## config.mk

```make
export PLATFORM = sky130hd
export DESIGN_NAME = ldsr_top
export DESIGN_NICKNAME = d
export VERILOG_FILES = /design/src/include/ldsr_pkg.sv /design/src/include/ldsr_core_if.sv /design/src/rtl/ldsr_crc.sv /design/src/rtl/ldsr_fault.sv /design/src/rtl/ldsr_top.sv
export SDC_FILE = /design/constraint.sdc
export NUM_CORES = 1
export LEC_CHECK = 0
export ABC_CLOCK_PERIOD_IN_PS = 3600
export BUFFER_PORTS_ARGS = -buffer_cell sky130_fd_sc_hd__buf_2
export CAP_MARGIN = 20
export CORE_ASPECT_RATIO = 0.8
export CORE_MARGIN = 2
export CORE_UTILIZATION = 60
export CTS_CLUSTER_DIAMETER = 200
export DETAILED_ROUTE_END_ITERATION = 10
export GPL_TIMING_DRIVEN = 0
export PLACE_DENSITY = 0.8
export SYNTH_ARGS = -nofsm -noshare
export SYNTH_HDL_FRONTEND = slang
export SYNTH_SLANG_ARGS = --single-unit
```

## constraint.sdc

```tcl
create_clock -name clk -period 3.6 [get_ports clk]
set_clock_uncertainty 0.1 [all_clocks]
set_input_delay 0.18 -clock clk [delete_from_list [all_inputs] [get_ports clk]]
set_output_delay 0.18 -clock clk [all_outputs]
set_load 0.02 [all_outputs]
```

## src/include/ldsr_pkg.sv

```systemverilog
// Purpose: Shared constants for the LED driver serial register block
// Assumes: 24-bit configuration word, 24-bit fault readback word
// Notes: Offsets are register indices on the serial interface
package ldsr_pkg;
    localparam int CFG_W = 24;
    localparam int CRC_W = 6;
    localparam int NPAIR = 8;
    localparam int NCHAN = 16;
    localparam logic [6:0] CRC_POLY = 7'h43;
    localparam logic [0:0] OUTPUT_CONFIG_OFS = 1'h0;
    localparam logic [0:0] FAULT_STATUS_OFS = 1'h1;
    localparam logic [23:0] OUTPUT_CONFIG_RST = 24'h000000;
    localparam logic [23:0] FAULT_STATUS_RST = 24'h000000;
    localparam logic [5:0] CRC_RST = 6'h00;
    localparam int CFG_DIAG_LSB = 16;
    localparam int RB_FLAG_LSB = 8;
    localparam int RB_OT_BIT = 7;
    localparam int RB_CONFLICT_BIT = 6;
    localparam int SYNC_STAGES = 2;
endpackage

```

## src/include/ldsr_core_if.sv

```systemverilog
// Purpose: Carrier between the register core, checksum and fault flag modules
// Assumes: All signals on the core clock
// Notes: Conditions are already synchronised by the core
`timescale 1ns/10ps
interface ldsr_core_if;
    logic [23:0] cfg_word;
    logic [5:0] crc_rem;
    logic [7:0] open_cond;
    logic [7:0] short_cond;
    logic ot_cond;
    logic conflict_cond;
    logic rd_clr;
    logic dflt;
    logic [7:0] open_flag;
    logic [7:0] short_flag;
    logic ot_flag;
    logic conflict_flag;
    modport crc_mp(input cfg_word, output crc_rem);
    modport flt_mp(input open_cond, short_cond, ot_cond, conflict_cond, rd_clr, dflt,
                   output open_flag, short_flag, ot_flag, conflict_flag);
    modport ctl_mp(output cfg_word, open_cond, short_cond, ot_cond, conflict_cond, rd_clr, dflt,
                   input crc_rem, open_flag, short_flag, ot_flag, conflict_flag);
endinterface

```

## src/rtl/ldsr_crc.sv

```systemverilog
// Purpose: Six-bit checksum remainder of the configuration word
// Assumes: Purely combinational, word stable while it is sampled
// Notes: Shift-register form, equal to dividing the word padded with six zeros
`timescale 1ns/10ps
module ldsr_crc (
    ldsr_core_if.crc_mp core
);
    logic [5:0] chain [0:24];
    assign chain[0] = ldsr_pkg::CRC_RST;
    genvar i;
    generate
        for (i = 0; i < ldsr_pkg::CFG_W; i++) begin : g_step
            logic fb;
            assign fb = chain[i][5] ^ core.cfg_word[ldsr_pkg::CFG_W - 1 - i];
            assign chain[i + 1] = {chain[i][4:0], 1'b0} ^ (fb ? ldsr_pkg::CRC_POLY[5:0] : 6'h00);
        end
    endgenerate
    assign core.crc_rem = chain[24];
endmodule

```

## src/rtl/ldsr_fault.sv

```systemverilog
// Purpose: Sticky read-to-clear fault flags
// Assumes: rd_clr is a one-cycle pulse at the readback load
// Notes: A fault present during a readback survives it
`timescale 1ns/10ps
module ldsr_fault (
    input wire logic clk,
    input wire logic rst_n,
    ldsr_core_if.flt_mp core
);
    // Overtemp, conflict, eight open and eight short flags
    localparam int NFLAG = 18;
    logic [NFLAG-1:0] cond;
    logic [NFLAG-1:0] flag_r;
    logic [NFLAG-1:0] flag_nxt;
    assign cond = {core.ot_cond, core.conflict_cond, core.open_cond, core.short_cond};
    genvar i;
    generate
        for (i = 0; i < NFLAG; i++) begin : g_flag
            assign flag_nxt[i] = cond[i] | (flag_r[i] & ~(core.rd_clr & ~cond[i]));
        end
    endgenerate
    always_ff @(posedge clk) begin
        if (!rst_n || core.dflt) begin
            flag_r <= 18'h00000;
        end else begin
            flag_r <= flag_nxt;
        end
    end
    assign core.ot_flag = flag_r[17];
    assign core.conflict_flag = flag_r[16];
    assign core.open_flag = flag_r[15:8];
    assign core.short_flag = flag_r[7:0];
    rd_clear_a: assert property (@(posedge clk) disable iff (!rst_n)
        (core.rd_clr && !core.dflt && cond == 18'h00000) |=> flag_r == 18'h00000)
        else $error("flag not cleared by readback");
    flag_hold_a: assert property (@(posedge clk) disable iff (!rst_n)
        (core.rd_clr && !core.dflt) |=> ((flag_r & $past(cond)) == $past(cond)))
        else $error("present fault lost at readback");
    flag_sticky_a: assert property (@(posedge clk) disable iff (!rst_n)
        (!core.rd_clr && !core.dflt) |=> ((flag_r & $past(flag_r)) == $past(flag_r)))
        else $error("flag dropped without readback");
endmodule

```

## src/rtl/ldsr_top.sv

```systemverilog
// Purpose: Register side of a 16-channel LED driver with serial shift interface
// Assumes: All pins asynchronous to clk, sampled through two flip-flops
// Notes: Pin clocks are edge-detected; they must stay well below clk/4
// Functional notes
// - Checksum divides the 24-bit word, padded with six zeros, by the generator.
// - Generator polynomial has bits 6, 1 and 0 set.
// - Readback word carries the 6-bit checksum remainder.
// - Checksum computation leaves the shift register untouched.
// - Each latched word is checked for illegal command combinations.
// - Clear pin low clears configuration and fault state.
// - Latch clock rising edge loads the storage register.
// - Switches follow storage only while their group gate is low.
// - Power-on reset starts everything from defaults.
// - Enable pin high forces standby and default registers.
// - Bits 23..16 select diagnostics mode per channel pair.
// - Fault flags clear on readback once the fault has gone.
// - All fields are zero after reset or default entry.
// - Bits 15..0 switch the same-numbered channel on when high.
// - Diagnostics plus odd output high runs plain output and flags conflict.
// - Data shifts in on shift clock rise, captured on latch rise.
// - Latch rise loads fault word, msb first, shifted out on shift fall.
`timescale 1ns/10ps
module ldsr_top (
    input wire logic clk,
    input wire logic rst_n,
    input wire logic serial_in,
    input wire logic shift_clock,
    input wire logic latch_clock,
    input wire logic register_clear_n,
    input wire logic chip_enable_n,
    input wire logic group_low_gate_n,
    input wire logic group_high_gate_n,
    input wire logic [7:0] open_detect,
    input wire logic [7:0] short_detect,
    input wire logic overtemp_detect,
    output logic serial_out,
    output logic [15:0] output_switch,
    output logic [7:0] sense_select,
    output logic fault_pull_o,
    output logic fault_pull_oe
);
    localparam int SYNC_W = 24;

    ldsr_core_if core ();

    logic [SYNC_W-1:0] pins;
    logic [SYNC_W-1:0] sync1_r;
    logic [SYNC_W-1:0] sync2_r;
    logic sdi_s;
    logic sck_s;
    logic lck_s;
    logic clr_n_s;
    logic en_n_s;
    logic g_lo_n_s;
    logic g_hi_n_s;
    logic [7:0] open_s;
    logic [7:0] short_s;
    logic ot_s;
    logic sck_prev_r;
    logic lck_prev_r;
    logic sck_rise;
    logic sck_fall;
    logic lck_rise;
    logic dflt;
    logic [23:0] sr_r;
    logic [23:0] store_r;
    logic [5:0] crc_r;
    logic [23:0] rb_r;
    logic [23:0] rb_word;
    logic [15:0] flag_pairs;
    logic [15:0] switch_nxt;
    logic [7:0] sense_nxt;
    logic [7:0] conflict_pair;
    logic [15:0] switch_r;
    logic [7:0] sense_r;
    logic fault_any_r;

    assign pins = {overtemp_detect, short_detect, open_detect, group_high_gate_n, group_low_gate_n,
                   chip_enable_n, register_clear_n, latch_clock, shift_clock, serial_in};

    // Two-stage synchroniser for every pin; only the second stage is read
    always_ff @(posedge clk) begin
        if (!rst_n) begin
            sync1_r <= 24'h000000;
            sync2_r <= 24'h000000;
        end else begin
            sync1_r <= pins;
            sync2_r <= sync1_r;
        end
    end

    assign sdi_s = sync2_r[0];
    assign sck_s = sync2_r[1];
    assign lck_s = sync2_r[2];
    assign clr_n_s = sync2_r[3];
    assign en_n_s = sync2_r[4];
    assign g_lo_n_s = sync2_r[5];
    assign g_hi_n_s = sync2_r[6];
    assign open_s = sync2_r[14:7];
    assign short_s = sync2_r[22:15];
    assign ot_s = sync2_r[23];

    always_ff @(posedge clk) begin
        if (!rst_n) begin
            sck_prev_r <= 1'b0;
            lck_prev_r <= 1'b0;
        end else begin
            sck_prev_r <= sck_s;
            lck_prev_r <= lck_s;
        end
    end

    assign sck_rise = sck_s & ~sck_prev_r;
    assign sck_fall = ~sck_s & sck_prev_r;
    assign lck_rise = lck_s & ~lck_prev_r;

    assign dflt = ~clr_n_s | en_n_s;

    always_ff @(posedge clk) begin
        if (!rst_n || dflt) begin
            sr_r <= ldsr_pkg::OUTPUT_CONFIG_RST;
        end else if (sck_rise) begin
            sr_r <= {sr_r[22:0], sdi_s};
        end
    end

    always_ff @(posedge clk) begin
        if (!rst_n || dflt) begin
            store_r <= ldsr_pkg::OUTPUT_CONFIG_RST;
            crc_r <= ldsr_pkg::CRC_RST;
        end else if (lck_rise) begin
            store_r <= sr_r;
            crc_r <= core.crc_rem;
        end
    end

    assign core.cfg_word = sr_r;

    ldsr_crc u_crc (
        .core(core.crc_mp)
    );

    genvar p;
    generate
        for (p = 0; p < ldsr_pkg::NPAIR; p++) begin : g_pair
            assign conflict_pair[p] = store_r[ldsr_pkg::CFG_DIAG_LSB + p] & store_r[2*p + 1];
            assign sense_nxt[p] = store_r[ldsr_pkg::CFG_DIAG_LSB + p] & ~store_r[2*p + 1];
            // Sense only meaningful while the driven channel is on
            assign core.open_cond[p] = open_s[p] & sense_r[p] & switch_r[2*p];
            assign core.short_cond[p] = short_s[p] & sense_r[p] & switch_r[2*p];
            assign flag_pairs[2*p + 1] = core.open_flag[p];
            assign flag_pairs[2*p] = core.short_flag[p];
        end
    endgenerate

    assign core.conflict_cond = |conflict_pair;
    assign core.ot_cond = ot_s;
    assign core.dflt = dflt;
    assign core.rd_clr = lck_rise;

    ldsr_fault u_fault (
        .clk(clk),
        .rst_n(rst_n),
        .core(core.flt_mp)
    );

    // group gating
    // Overtemperature turns every channel off regardless of configuration
    assign switch_nxt = store_r[15:0] & {{8{~g_hi_n_s}}, {8{~g_lo_n_s}}} & {16{~ot_s}};

    always_ff @(posedge clk) begin
        if (!rst_n || dflt) begin
            switch_r <= 16'h0000;
            sense_r <= 8'h00;
        end else begin
            switch_r <= switch_nxt;
            sense_r <= sense_nxt;
        end
    end

    assign rb_word = {flag_pairs, core.ot_flag, core.conflict_flag, core.crc_rem};

    always_ff @(posedge clk) begin
        if (!rst_n || dflt) begin
            rb_r <= ldsr_pkg::FAULT_STATUS_RST;
        end else if (lck_rise) begin
            rb_r <= rb_word;
        end else if (sck_fall) begin
            rb_r <= {rb_r[22:0], 1'b0};
        end
    end

    always_ff @(posedge clk) begin
        if (!rst_n) begin
            fault_any_r <= 1'b0;
        end else begin
            fault_any_r <= |rb_word[23:6];
        end
    end

    assign serial_out = rb_r[23];
    assign output_switch = switch_r;
    assign sense_select = sense_r;
    // Open-drain error line: pulled low while any flag stands
    assign fault_pull_o = 1'b0;
    assign fault_pull_oe = fault_any_r;

    // Long division used only by the checks below
    function automatic logic [5:0] ldsr_residual(input logic [29:0] v);
        logic [29:0] t;
        t = v;
        for (int i = 29; i >= 6; i--) begin
            if (t[i]) begin
                t[i -: 7] = t[i -: 7] ^ ldsr_pkg::CRC_POLY;
            end
        end
        return t[5:0];
    endfunction

    crc_residual_a: assert property (@(posedge clk) disable iff (!rst_n)
        ldsr_residual({store_r, crc_r}) == 6'h00)
        else $error("stored checksum does not divide out");
    rb_crc_a: assert property (@(posedge clk) disable iff (!rst_n)
        (lck_rise && !dflt) |=> (rb_r[5:0] == crc_r))
        else $error("readback remainder mismatch");
    sr_keep_a: assert property (@(posedge clk) disable iff (!rst_n)
        (lck_rise && !sck_rise && !dflt) |=> (sr_r == $past(sr_r)))
        else $error("shift register altered by latch");
    latch_cap_a: assert property (@(posedge clk) disable iff (!rst_n)
        (lck_rise && !dflt) |=> (store_r == $past(sr_r)))
        else $error("storage did not capture shift word");
    conflict_set_a: assert property (@(posedge clk) disable iff (!rst_n)
        (core.conflict_cond && !dflt) |=> core.conflict_flag)
        else $error("conflict not flagged");
    clear_all_a: assert property (@(posedge clk) disable iff (!rst_n)
        dflt |=> (store_r == 24'h000000 && rb_r == 24'h000000 && switch_r == 16'h0000))
        else $error("default state not cleared");
    gate_low_a: assert property (@(posedge clk) disable iff (!rst_n)
        (g_lo_n_s || ot_s) |=> (switch_r[7:0] == 8'h00))
        else $error("low group driven while gated");
    switch_follow_a: assert property (@(posedge clk) disable iff (!rst_n)
        (!dflt && !g_lo_n_s && !g_hi_n_s && !ot_s) |=> (switch_r == $past(store_r[15:0])))
        else $error("switches not following storage");
    sense_sel_a: assert property (@(posedge clk) disable iff (!rst_n)
        (!dflt) |=> ((sense_r & $past(conflict_pair)) == 8'h00))
        else $error("sense select active during conflict");
    serial_out_a: assert property (@(posedge clk) disable iff (!rst_n)
        (sck_fall && !lck_rise && !dflt) |=> (serial_out == $past(rb_r[22])))
        else $error("serial out did not advance");

    gate_high_a: assert property (@(posedge clk) disable iff (!rst_n)
        (g_hi_n_s || ot_s) |=> (switch_r[15:8] == 8'h00))
        else $error("high group driven while gated");
    shift_in_a: assert property (@(posedge clk) disable iff (!rst_n)
        (sck_rise && !dflt) |=> (sr_r == {$past(sr_r[22:0]), $past(sdi_s)}))
        else $error("shift register did not take data bit");
    rb_low_a: assert property (@(posedge clk) disable iff (!rst_n)
        (lck_rise && !dflt) |=> (rb_r[7] == $past(core.ot_flag) && rb_r[6] == $past(core.conflict_flag)))
        else $error("readback flag bits misplaced");
    rb_pair_a: assert property (@(posedge clk) disable iff (!rst_n)
        (lck_rise && !dflt) |=> (rb_r[9] == $past(core.open_flag[0]) && rb_r[8] == $past(core.short_flag[0])))
        else $error("readback pair zero misplaced");
    rb_top_a: assert property (@(posedge clk) disable iff (!rst_n)
        (lck_rise && !dflt) |=> (rb_r[23] == $past(core.open_flag[7]) && rb_r[22] == $past(core.short_flag[7])))
        else $error("readback pair seven misplaced");
    reset_clear_a: assert property (@(posedge clk)
        !rst_n |=> (store_r == 24'h000000 && sr_r == 24'h000000 && switch_r == 16'h0000 && sense_r == 8'h00))
        else $error("registers not cleared by reset");
    standby_a: assert property (@(posedge clk) disable iff (!rst_n)
        en_n_s |=> (sr_r == 24'h000000 && sense_r == 8'h00 && crc_r == 6'h00))
        else $error("standby did not restore defaults");
    clr_flags_a: assert property (@(posedge clk) disable iff (!rst_n)
        !clr_n_s |=> (core.open_flag == 8'h00 && core.short_flag == 8'h00 && !core.ot_flag && !core.conflict_flag))
        else $error("clear pin left a fault flag");
    zero_out_a: assert property (@(posedge clk) disable iff (!rst_n)
        dflt |=> (serial_out == 1'b0 && output_switch == 16'h0000 && sense_select == 8'h00))
        else $error("outputs not zero in default state");
    store_hold_a: assert property (@(posedge clk) disable iff (!rst_n)
        (!lck_rise && !dflt) |=> (store_r == $past(store_r)))
        else $error("storage changed without latch");
    pair_sense_a: assert property (@(posedge clk) disable iff (!rst_n)
        (!dflt) |=> (sense_r[0] == ($past(store_r[16]) && !$past(store_r[1]))
            && sense_r[7] == ($past(store_r[23]) && !$past(store_r[15]))))
        else $error("pair sense select wrong");
    odd_plain_a: assert property (@(posedge clk) disable iff (!rst_n)
        (!dflt && !g_lo_n_s && !ot_s && store_r[16] && store_r[1]) |=> switch_r[1])
        else $error("conflicting odd channel not driven");
    crc_live_a: assert property (@(posedge clk) disable iff (!rst_n)
        ldsr_residual({sr_r, core.crc_rem}) == 6'h00)
        else $error("live checksum does not divide out");
    ser_first_a: assert property (@(posedge clk) disable iff (!rst_n)
        (lck_rise && !dflt) |=> (serial_out == $past(rb_word[23])))
        else $error("readback msb not on serial out");
endmodule

```

Word-level counts from Yosys, hierarchy flattened

Cells that the tools add are included.

Mux-type cells: 26
Bitwise gates (word level): 204
Reduce and logical (&&, ||, !) cells: 5

Operators with widths:

| cell                  | count |
|---|---|
| $xor A6 B6 Y6         | 22 |
| $and A1 B1 Y1         | 87 |
| $not A1 Y1            | 50 |
| $mux W2               | 24 |
| $mux W24              | 2 |
| $and A16 B16 Y16      | 2 |
| $xor A1 B1 Y1         | 22 |
| $or A1 B1 Y1          | 19 |
| $reduce_or A18 Y1     | 1 |
| $reduce_or A8 Y1      | 1 |
| $xor A6 B2 Y6         | 1 |
| $reduce_bool A2 Y1    | 1 |
| $logic_not A1 Y1      | 1 |
| $logic_or A1 B1 Y1    | 1 |
| $xor A1 B1 Y1 const A | 1 |

Flip-flop bits (word level): 165
Output and inout port bits: 27
Word-level logic and storage cells: 246

Depth between registers and ports, before layout

Word-level depth: 70
Depth in mapped cells: 6
Mapped depth without buffers: 5

By module

From an unflattened synthesis, not the netlist that was laid out.

Cell total of the unflattened synthesis: 652
Area total of the unflattened synthesis: 6253.5 um^2

By module, submodules not included:

| module     | instances | cells an instance | area each (um^2) |
|---|---|---|---|
| ldsr_top   | 1         | 537               | 5091.1 |
| ldsr_fault | 1         | 76                | 724.4 |
| ldsr_crc   | 1         | 39                | 437.9 |

Least setup slack after synthesis

No wires, ideal clock.

Kind: register -> register
Start: reg sr_r[22], in the netlist core.cfg_word[22]
End: reg rb_r[1]
Setup time: 0.133 ns
Data arrival time: 1.520 ns
Required time: 3.367 ns
Setup slack: 1.848 ns
Cell stages (with the launch flop): 6
Path buffers: 0
Period minus slack after synthesis: 1.752 ns
Cell sequence: dfxtp_1 -> xnor2_2 -> xor2_1 -> xnor3_1 -> xnor2_1 -> a21oi_1

Longest elaborated chain between the ends: 34
Elaborated cells between the ends (all ways): 46

Ends and longest elaborated chain:

| item                                                  | line                           | text |
|---|---|---|
| from (decl)                                           | ldsr_top.sv:65                 | `logic [23:0] sr_r;` |
| from (signal assigned)                                | ldsr_top.sv:121                | `sr_r <= ldsr_pkg::OUTPUT_CONFIG_RST;` |
| from (signal assigned)                                | ldsr_top.sv:123                | `sr_r <= {sr_r[22:0], sdi_s};` |
| $xor A1 B1 Y1 *                                       | ldsr_crc.sv:14                 | `assign fb = chain[i][5] ^ core.cfg_word[ldsr_pkg::CFG_W - 1 - i];` |
| $mux W2 *                                             | ldsr_crc.sv:15                 | `assign chain[i + 1] = {chain[i][4:0], 1'b0} ^ (fb ? ldsr_pkg::CRC_POLY[5:0] : 6'h00);` |
| $xor A6 B6 Y6 * (5 in series)                         | ldsr_crc.sv:15                 |  |
| $xor A1 B1 Y1 / $xor A6 B6 Y6 (equally long branches) | ldsr_crc.sv:14, ldsr_crc.sv:15 |  |
| $mux W2 / $xor A1 B1 Y1 (equally long branches)       | ldsr_crc.sv:15, ldsr_crc.sv:14 |  |
| $xor A6 B6 Y6 * (5 in series)                         | ldsr_crc.sv:15                 |  |
| $xor A1 B1 Y1 / $xor A6 B6 Y6 (equally long branches) | ldsr_crc.sv:14, ldsr_crc.sv:15 |  |
| $mux W2, or another cell as far along                 | ldsr_crc.sv:15                 |  |
| $xor A6 B6 Y6 * (5 in series)                         | ldsr_crc.sv:15                 |  |
| $xor A1 B1 Y1 / $xor A6 B6 Y6 (equally long branches) | ldsr_crc.sv:14, ldsr_crc.sv:15 |  |
| $mux W2, or another cell as far along                 | ldsr_crc.sv:15                 |  |
| $xor A6 B6 Y6 * (6 in series)                         | ldsr_crc.sv:15                 |  |
| $xor A1 B1 Y1 / $xor A6 B6 Y6 (equally long branches) | ldsr_crc.sv:14, ldsr_crc.sv:15 |  |
| $mux W2 / $xor A1 B1 Y1 (equally long branches)       | ldsr_crc.sv:15, ldsr_crc.sv:14 |  |
| $xor A6 B6 Y6 *                                       | ldsr_crc.sv:15                 |  |
| $xor A6 B2 Y6 *                                       | ldsr_crc.sv:15                 |  |
| $mux W24 *                                            | ldsr_top.sv:186                | `end else if (lck_rise) begin` |
| to (signal assigned)                                  | ldsr_top.sv:185                | `rb_r <= ldsr_pkg::FAULT_STATUS_RST;` |
| to (signal assigned)                                  | ldsr_top.sv:187                | `rb_r <= rb_word;` |
| to (signal assigned)                                  | ldsr_top.sv:189                | `rb_r <= {rb_r[22:0], 1'b0};` |
| to (decl)                                             | ldsr_top.sv:68                 | `logic [23:0] rb_r;` |

Every way passes the cells marked *; elsewhere a longest branch is shown, timed or not.
A chain may end at the register's enable or synchronous reset.

Worst setup path in the final report

Start: in rst_n
End: reg u_fault.flag_r[9]

Longest elaborated chain between the ends: 2

Ends and longest elaborated chain:

| item                 | line             | text |
|---|---|---|
| from (decl)          | ldsr_top.sv:25   | `input wire logic rst_n,` |
| $logic_not A1 Y1     | ldsr_fault.sv:23 | `if (!rst_n \|\| core.dflt) begin` |
| $logic_or A1 B1 Y1   | ldsr_fault.sv:23 |  |
| to (signal assigned) | ldsr_fault.sv:26 | `flag_r <= flag_nxt;` |
| to (decl)            | ldsr_fault.sv:13 | `logic [NFLAG-1:0] flag_r;` |

Every way passes these cells.

==> impl_metrics.json <==
{
  "worst_margin_pin_slew_ns": 0.943,
  "numPortBuffers": 51,
  "tritoncts": "done",
  "layout-drive-gt1-share": 0.135,
  "route.vias.total": 4534,
  "max_clock_freq_mhz": 433,
  "dr.first_iter.drc_count": 352,
  "power.share.clock": 0.489,
  "ant_nets": 0,
  "final-setup-viol-count": 0,
  "pin_count": 53,
  "hold_path_end": "sync2_r[1]$_SDFF_PN0_",
  "syn-cell-area_um2": 5900,
  "fin_tns_setup_ns": 0,
  "synth_top_cells_by_count": "sky130_fd_sc_hd__dfxtp_1 (165), sky130_fd_sc_hd__nand2_1 (97), sky130_fd_sc_hd__and2_1 (66)",
  "max_cap_violations": 0,
  "synth_edf_count": 0,
  "setup.worst_path.class": "in2reg",
  "relSlewSlack": 0.366,
  "critical-path-slowest-cell": "sky130_fd_sc_hd__dlygate4sd3_1",
  "detailedPlacementHpwl_mm": 9.41,
  "hold_viol": 0,
  "num_antenna_cells": 0,
  "row_count": 32,
  "critical_path_buf_inv_count": 5,
  "die_height_um": 92.7,
  "clock_path_buffers": 2,
  "power_density_of_the_placed_cells_nw_per_um2": 540,
  "placed_area_um2": 6310,
  "dieArea_um2": 10700,
  "maximum_resistive_drop_on_vdd_uv": 393,
  "grt_overflow": 0,
  "startpoint_type": "primary input",
  "htree_num_levels": 4,
  "r2r-end": "u_fault.flag_r[9]$_SDFF_PP0_",
  "grt_start_max_net_pins": 17,
  "rsz0062_at_grt": "no",
  "preCtsSetupSlack_ns": 1.47,
  "worstPathCellList": "dlygate4sd3_1 > buf_2 > nand3b_1 > clkbuf_1 > clkbuf_1 > clkbuf_1 > nor2_1",
  "detail_route.vias_per_cell": 5.58,
  "reg2reg_depth": 5,
  "commonest_register_cell_after_synthesis": "sky130_fd_sc_hd__dfxtp_1",
  "cts-root-buf": "sky130_fd_sc_hd__clkbuf_16",
  "fin_worst_hold_slack_ns": 0.333,
  "p_sw_uw": 841,
  "gp_congestion": 0.863,
  "layout_worst_path_cycle_share": 0.641,
  "route.detailed.drc": 0,
  "areaGrowthSynthToFinish_pct": 21.7,
  "clk_pin_slew_worst_paths_ns": 0.06,
  "synth_top_area_cell": "sky130_fd_sc_hd__dfxtp_1",
  "p_sw_frac": 0.217,
  "ys_top_cells_by_area": "sky130_fd_sc_hd__dfxtp_1 (56%), sky130_fd_sc_hd__and2_1 (7.0%), sky130_fd_sc_hd__nand2_1 (6.2%), sky130_fd_sc_hd__a21oi_1 (4.7%), sky130_fd_sc_hd__mux2i_1 (3.9%)",
  "power.static_leakage_uw": 0.00285,
  "most_instantiated_library_cell_after_synthesis": "sky130_fd_sc_hd__dfxtp_1",
  "postSynthCellCount": 586,
  "floorplan.core_area_um2": 9610,
  "cp_slowest_stage_delay_ns": 0.53,
  "antenna_found_initial": 0,
  "track_usage": 0.282,
  "tritoncts.num_buffers": 17,
  "detail_route.wl_per_cell_um": 17.5,
  "setup.reg_to_reg.worst_slack_ns": 1.42,
  "timing_max_transition_violations_final": 0,
  "synth_top_area_frac": 0.560,
  "worst_hold_path_class": "reg2reg",
  "hold_path_startpoint": "sync1_r[1]$_SDFF_PN0_",
  "critPathMaxFanout": 10,
  "ys_ff_latch": 165,
  "status": "completed",
  "fill_cells": 628,
  "nets": 707,
  "share_comb_of_total_power": 0.030,
  "critical_path_end_type": "flop",
  "worst_slack_ns": 1.29,
  "start_util": 0.614,
  "number_of_distinct_library_cells_after_synthesis": 32,
  "cts.sinks": 165,
  "synth_sequential_area_ratio": 0.560,
  "ys_async_sr_fraction": 0,
  "final_period_minus_worst_setup_slack_ns": 2.31,
  "internal-power_uw": 3040,
  "power_frac_seq": 0.480,
  "layout.core_utilization": 0.748,
  "drt-total-wl_mm": 14.2,
  "grt_pass1_vias": 4397,
  "dieWidth_um": 115,
  "syn_nets": 612,
  "min_delay_path_depth": 1,
  "worst-endpoint-arrival_ns": 2.50,
  "cp.required_ns": 3.79,
  "avgSynthCellArea_um2": 10.1,
  "crit-reg2reg-launch": "sync2_r[4]$_SDFF_PN0_",
  "library_cell_appearing_most_often_on_the_critical_path": "sky130_fd_sc_hd__clkbuf_1",
  "clk_latency_ns": 0.42,
  "first_pass_iters": 5,
  "critical-path-top-delay-family": "buffers and inverters",
  "wire_length_of_the_first_global_routing_pass_mm": 22.4,
  "cts-resized-gates": 0,
  "number_of_warning_messages_in_the_yosys_log": 0,
  "postLayoutCellArea_um2": 7180
}
## cells by family (layout without fill, tap and decap cells)
kind of cell / after synthesis / after routing / synth area share
and+or+nand+nor: 219 / 219 / 0.178
DFF: 165 / 165 / 0.560
AOI/OAI and AO/OA: 101 / 101 / 0.110
xor gates and xnor gates: 39 / 39 / 0.0882
buffers and inverters: 38 / 146 / 0.0252
muxes: 23 / 23 / 0.0390
other: 1 / 1 / 0.000635
## repair_timing
item	4_1_cts	5_1_grt
setup buffers	0	0
endpoints found under the hold margin	25	0
hold buffers	25	0
## cell usage in the layout (no fill, tap or decap), types with 17 or more instances in the layout
cell type                       count
sky130_fd_sc_hd__a211oi_1          19
sky130_fd_sc_hd__a21oi_1           55
sky130_fd_sc_hd__and2_1            66
sky130_fd_sc_hd__buf_2             53
sky130_fd_sc_hd__clkbuf_1          30
sky130_fd_sc_hd__clkbuf_16         17
sky130_fd_sc_hd__dfxtp_1          165
sky130_fd_sc_hd__dlygate4sd3_1     25
sky130_fd_sc_hd__mux2i_1           23
sky130_fd_sc_hd__nand2_1           97
sky130_fd_sc_hd__nor2_1            35
sky130_fd_sc_hd__xnor2_1           19
## sequential cells by signal, indices dropped and copies added, names as in the netlist, 8 cells and up
register	count
u_fault.flag_r	18
sense_select	8
rb_r	24
core.cfg_word	24
sync2_r	24
store_r	24
output_switch	16
sync1_r	24
## metal layers
metal / track usage / vias to the layer above / part of all wire
met5: 0 / - / 0
met4: 0.106 / 0 / 0.015
met3: 0.0497 / 21 / 0.064
met2: 0.453 / 180 / 0.48
met1: 0.380 / 2174 / 0.44
li1: - / 2159 / -
## final cells by class
class | instances | area, um^2 | share of cell area
tap | 119 | 149 | 0.0207
clock inverter | 14 | 188 | 0.0261
clock buffer | 18 | 439 | 0.0611
multi-input combinational | 383 | 2450 | 0.341
buffer | 38 | 149 | 0.0207
sequential | 165 | 3300 | 0.460
timing repair buffer | 76 | 505 | 0.0704
## power groups by stage
stage,registers [uW],logic (uW),clock network (uW)
global placement,1900,89.9,0
CTS,1860,117,1900
detailed placement,1900,94.1,0
floorplan,1900,59.7,0
finish,1860,118,1900
global route,1860,130,1980
## worst max path at each step
| stage | start | endpoint | slack (ns) | cells after the start |
|---|---|---|---|---|
| 2_1_floorplan | core.cfg_word[22]$_SDFFE_PP0P_ | rb_r[1]$_SDFFE_PP0P_ | 1.85 | 5 |
| 3_3_place_gp | rst_n | u_fault.flag_r[11]$_SDFF_PP0_ | 1.50 | 6 |
| 3_5_place_dp | rst_n | u_fault.flag_r[8]$_SDFF_PP0_ | 1.47 | 6 |
| 4_1_cts | rst_n | u_fault.flag_r[9]$_SDFF_PP0_ | 1.33 | 7 |
| 5_1_grt | rst_n | u_fault.flag_r[10]$_SDFF_PP0_ | 1.17 | 7 |
| 6_report | rst_n | u_fault.flag_r[9]$_SDFF_PP0_ | 1.29 | 7 |
## stage by stage
stage	instances	power [uW]
after floorplan	586	1960
after global placement	756	1990
final	813	3880
after detailed placement	756	2000
after global routing	813	3970
after CTS	813	3880
Note: power is estimated with default switching activity, not from simulation.
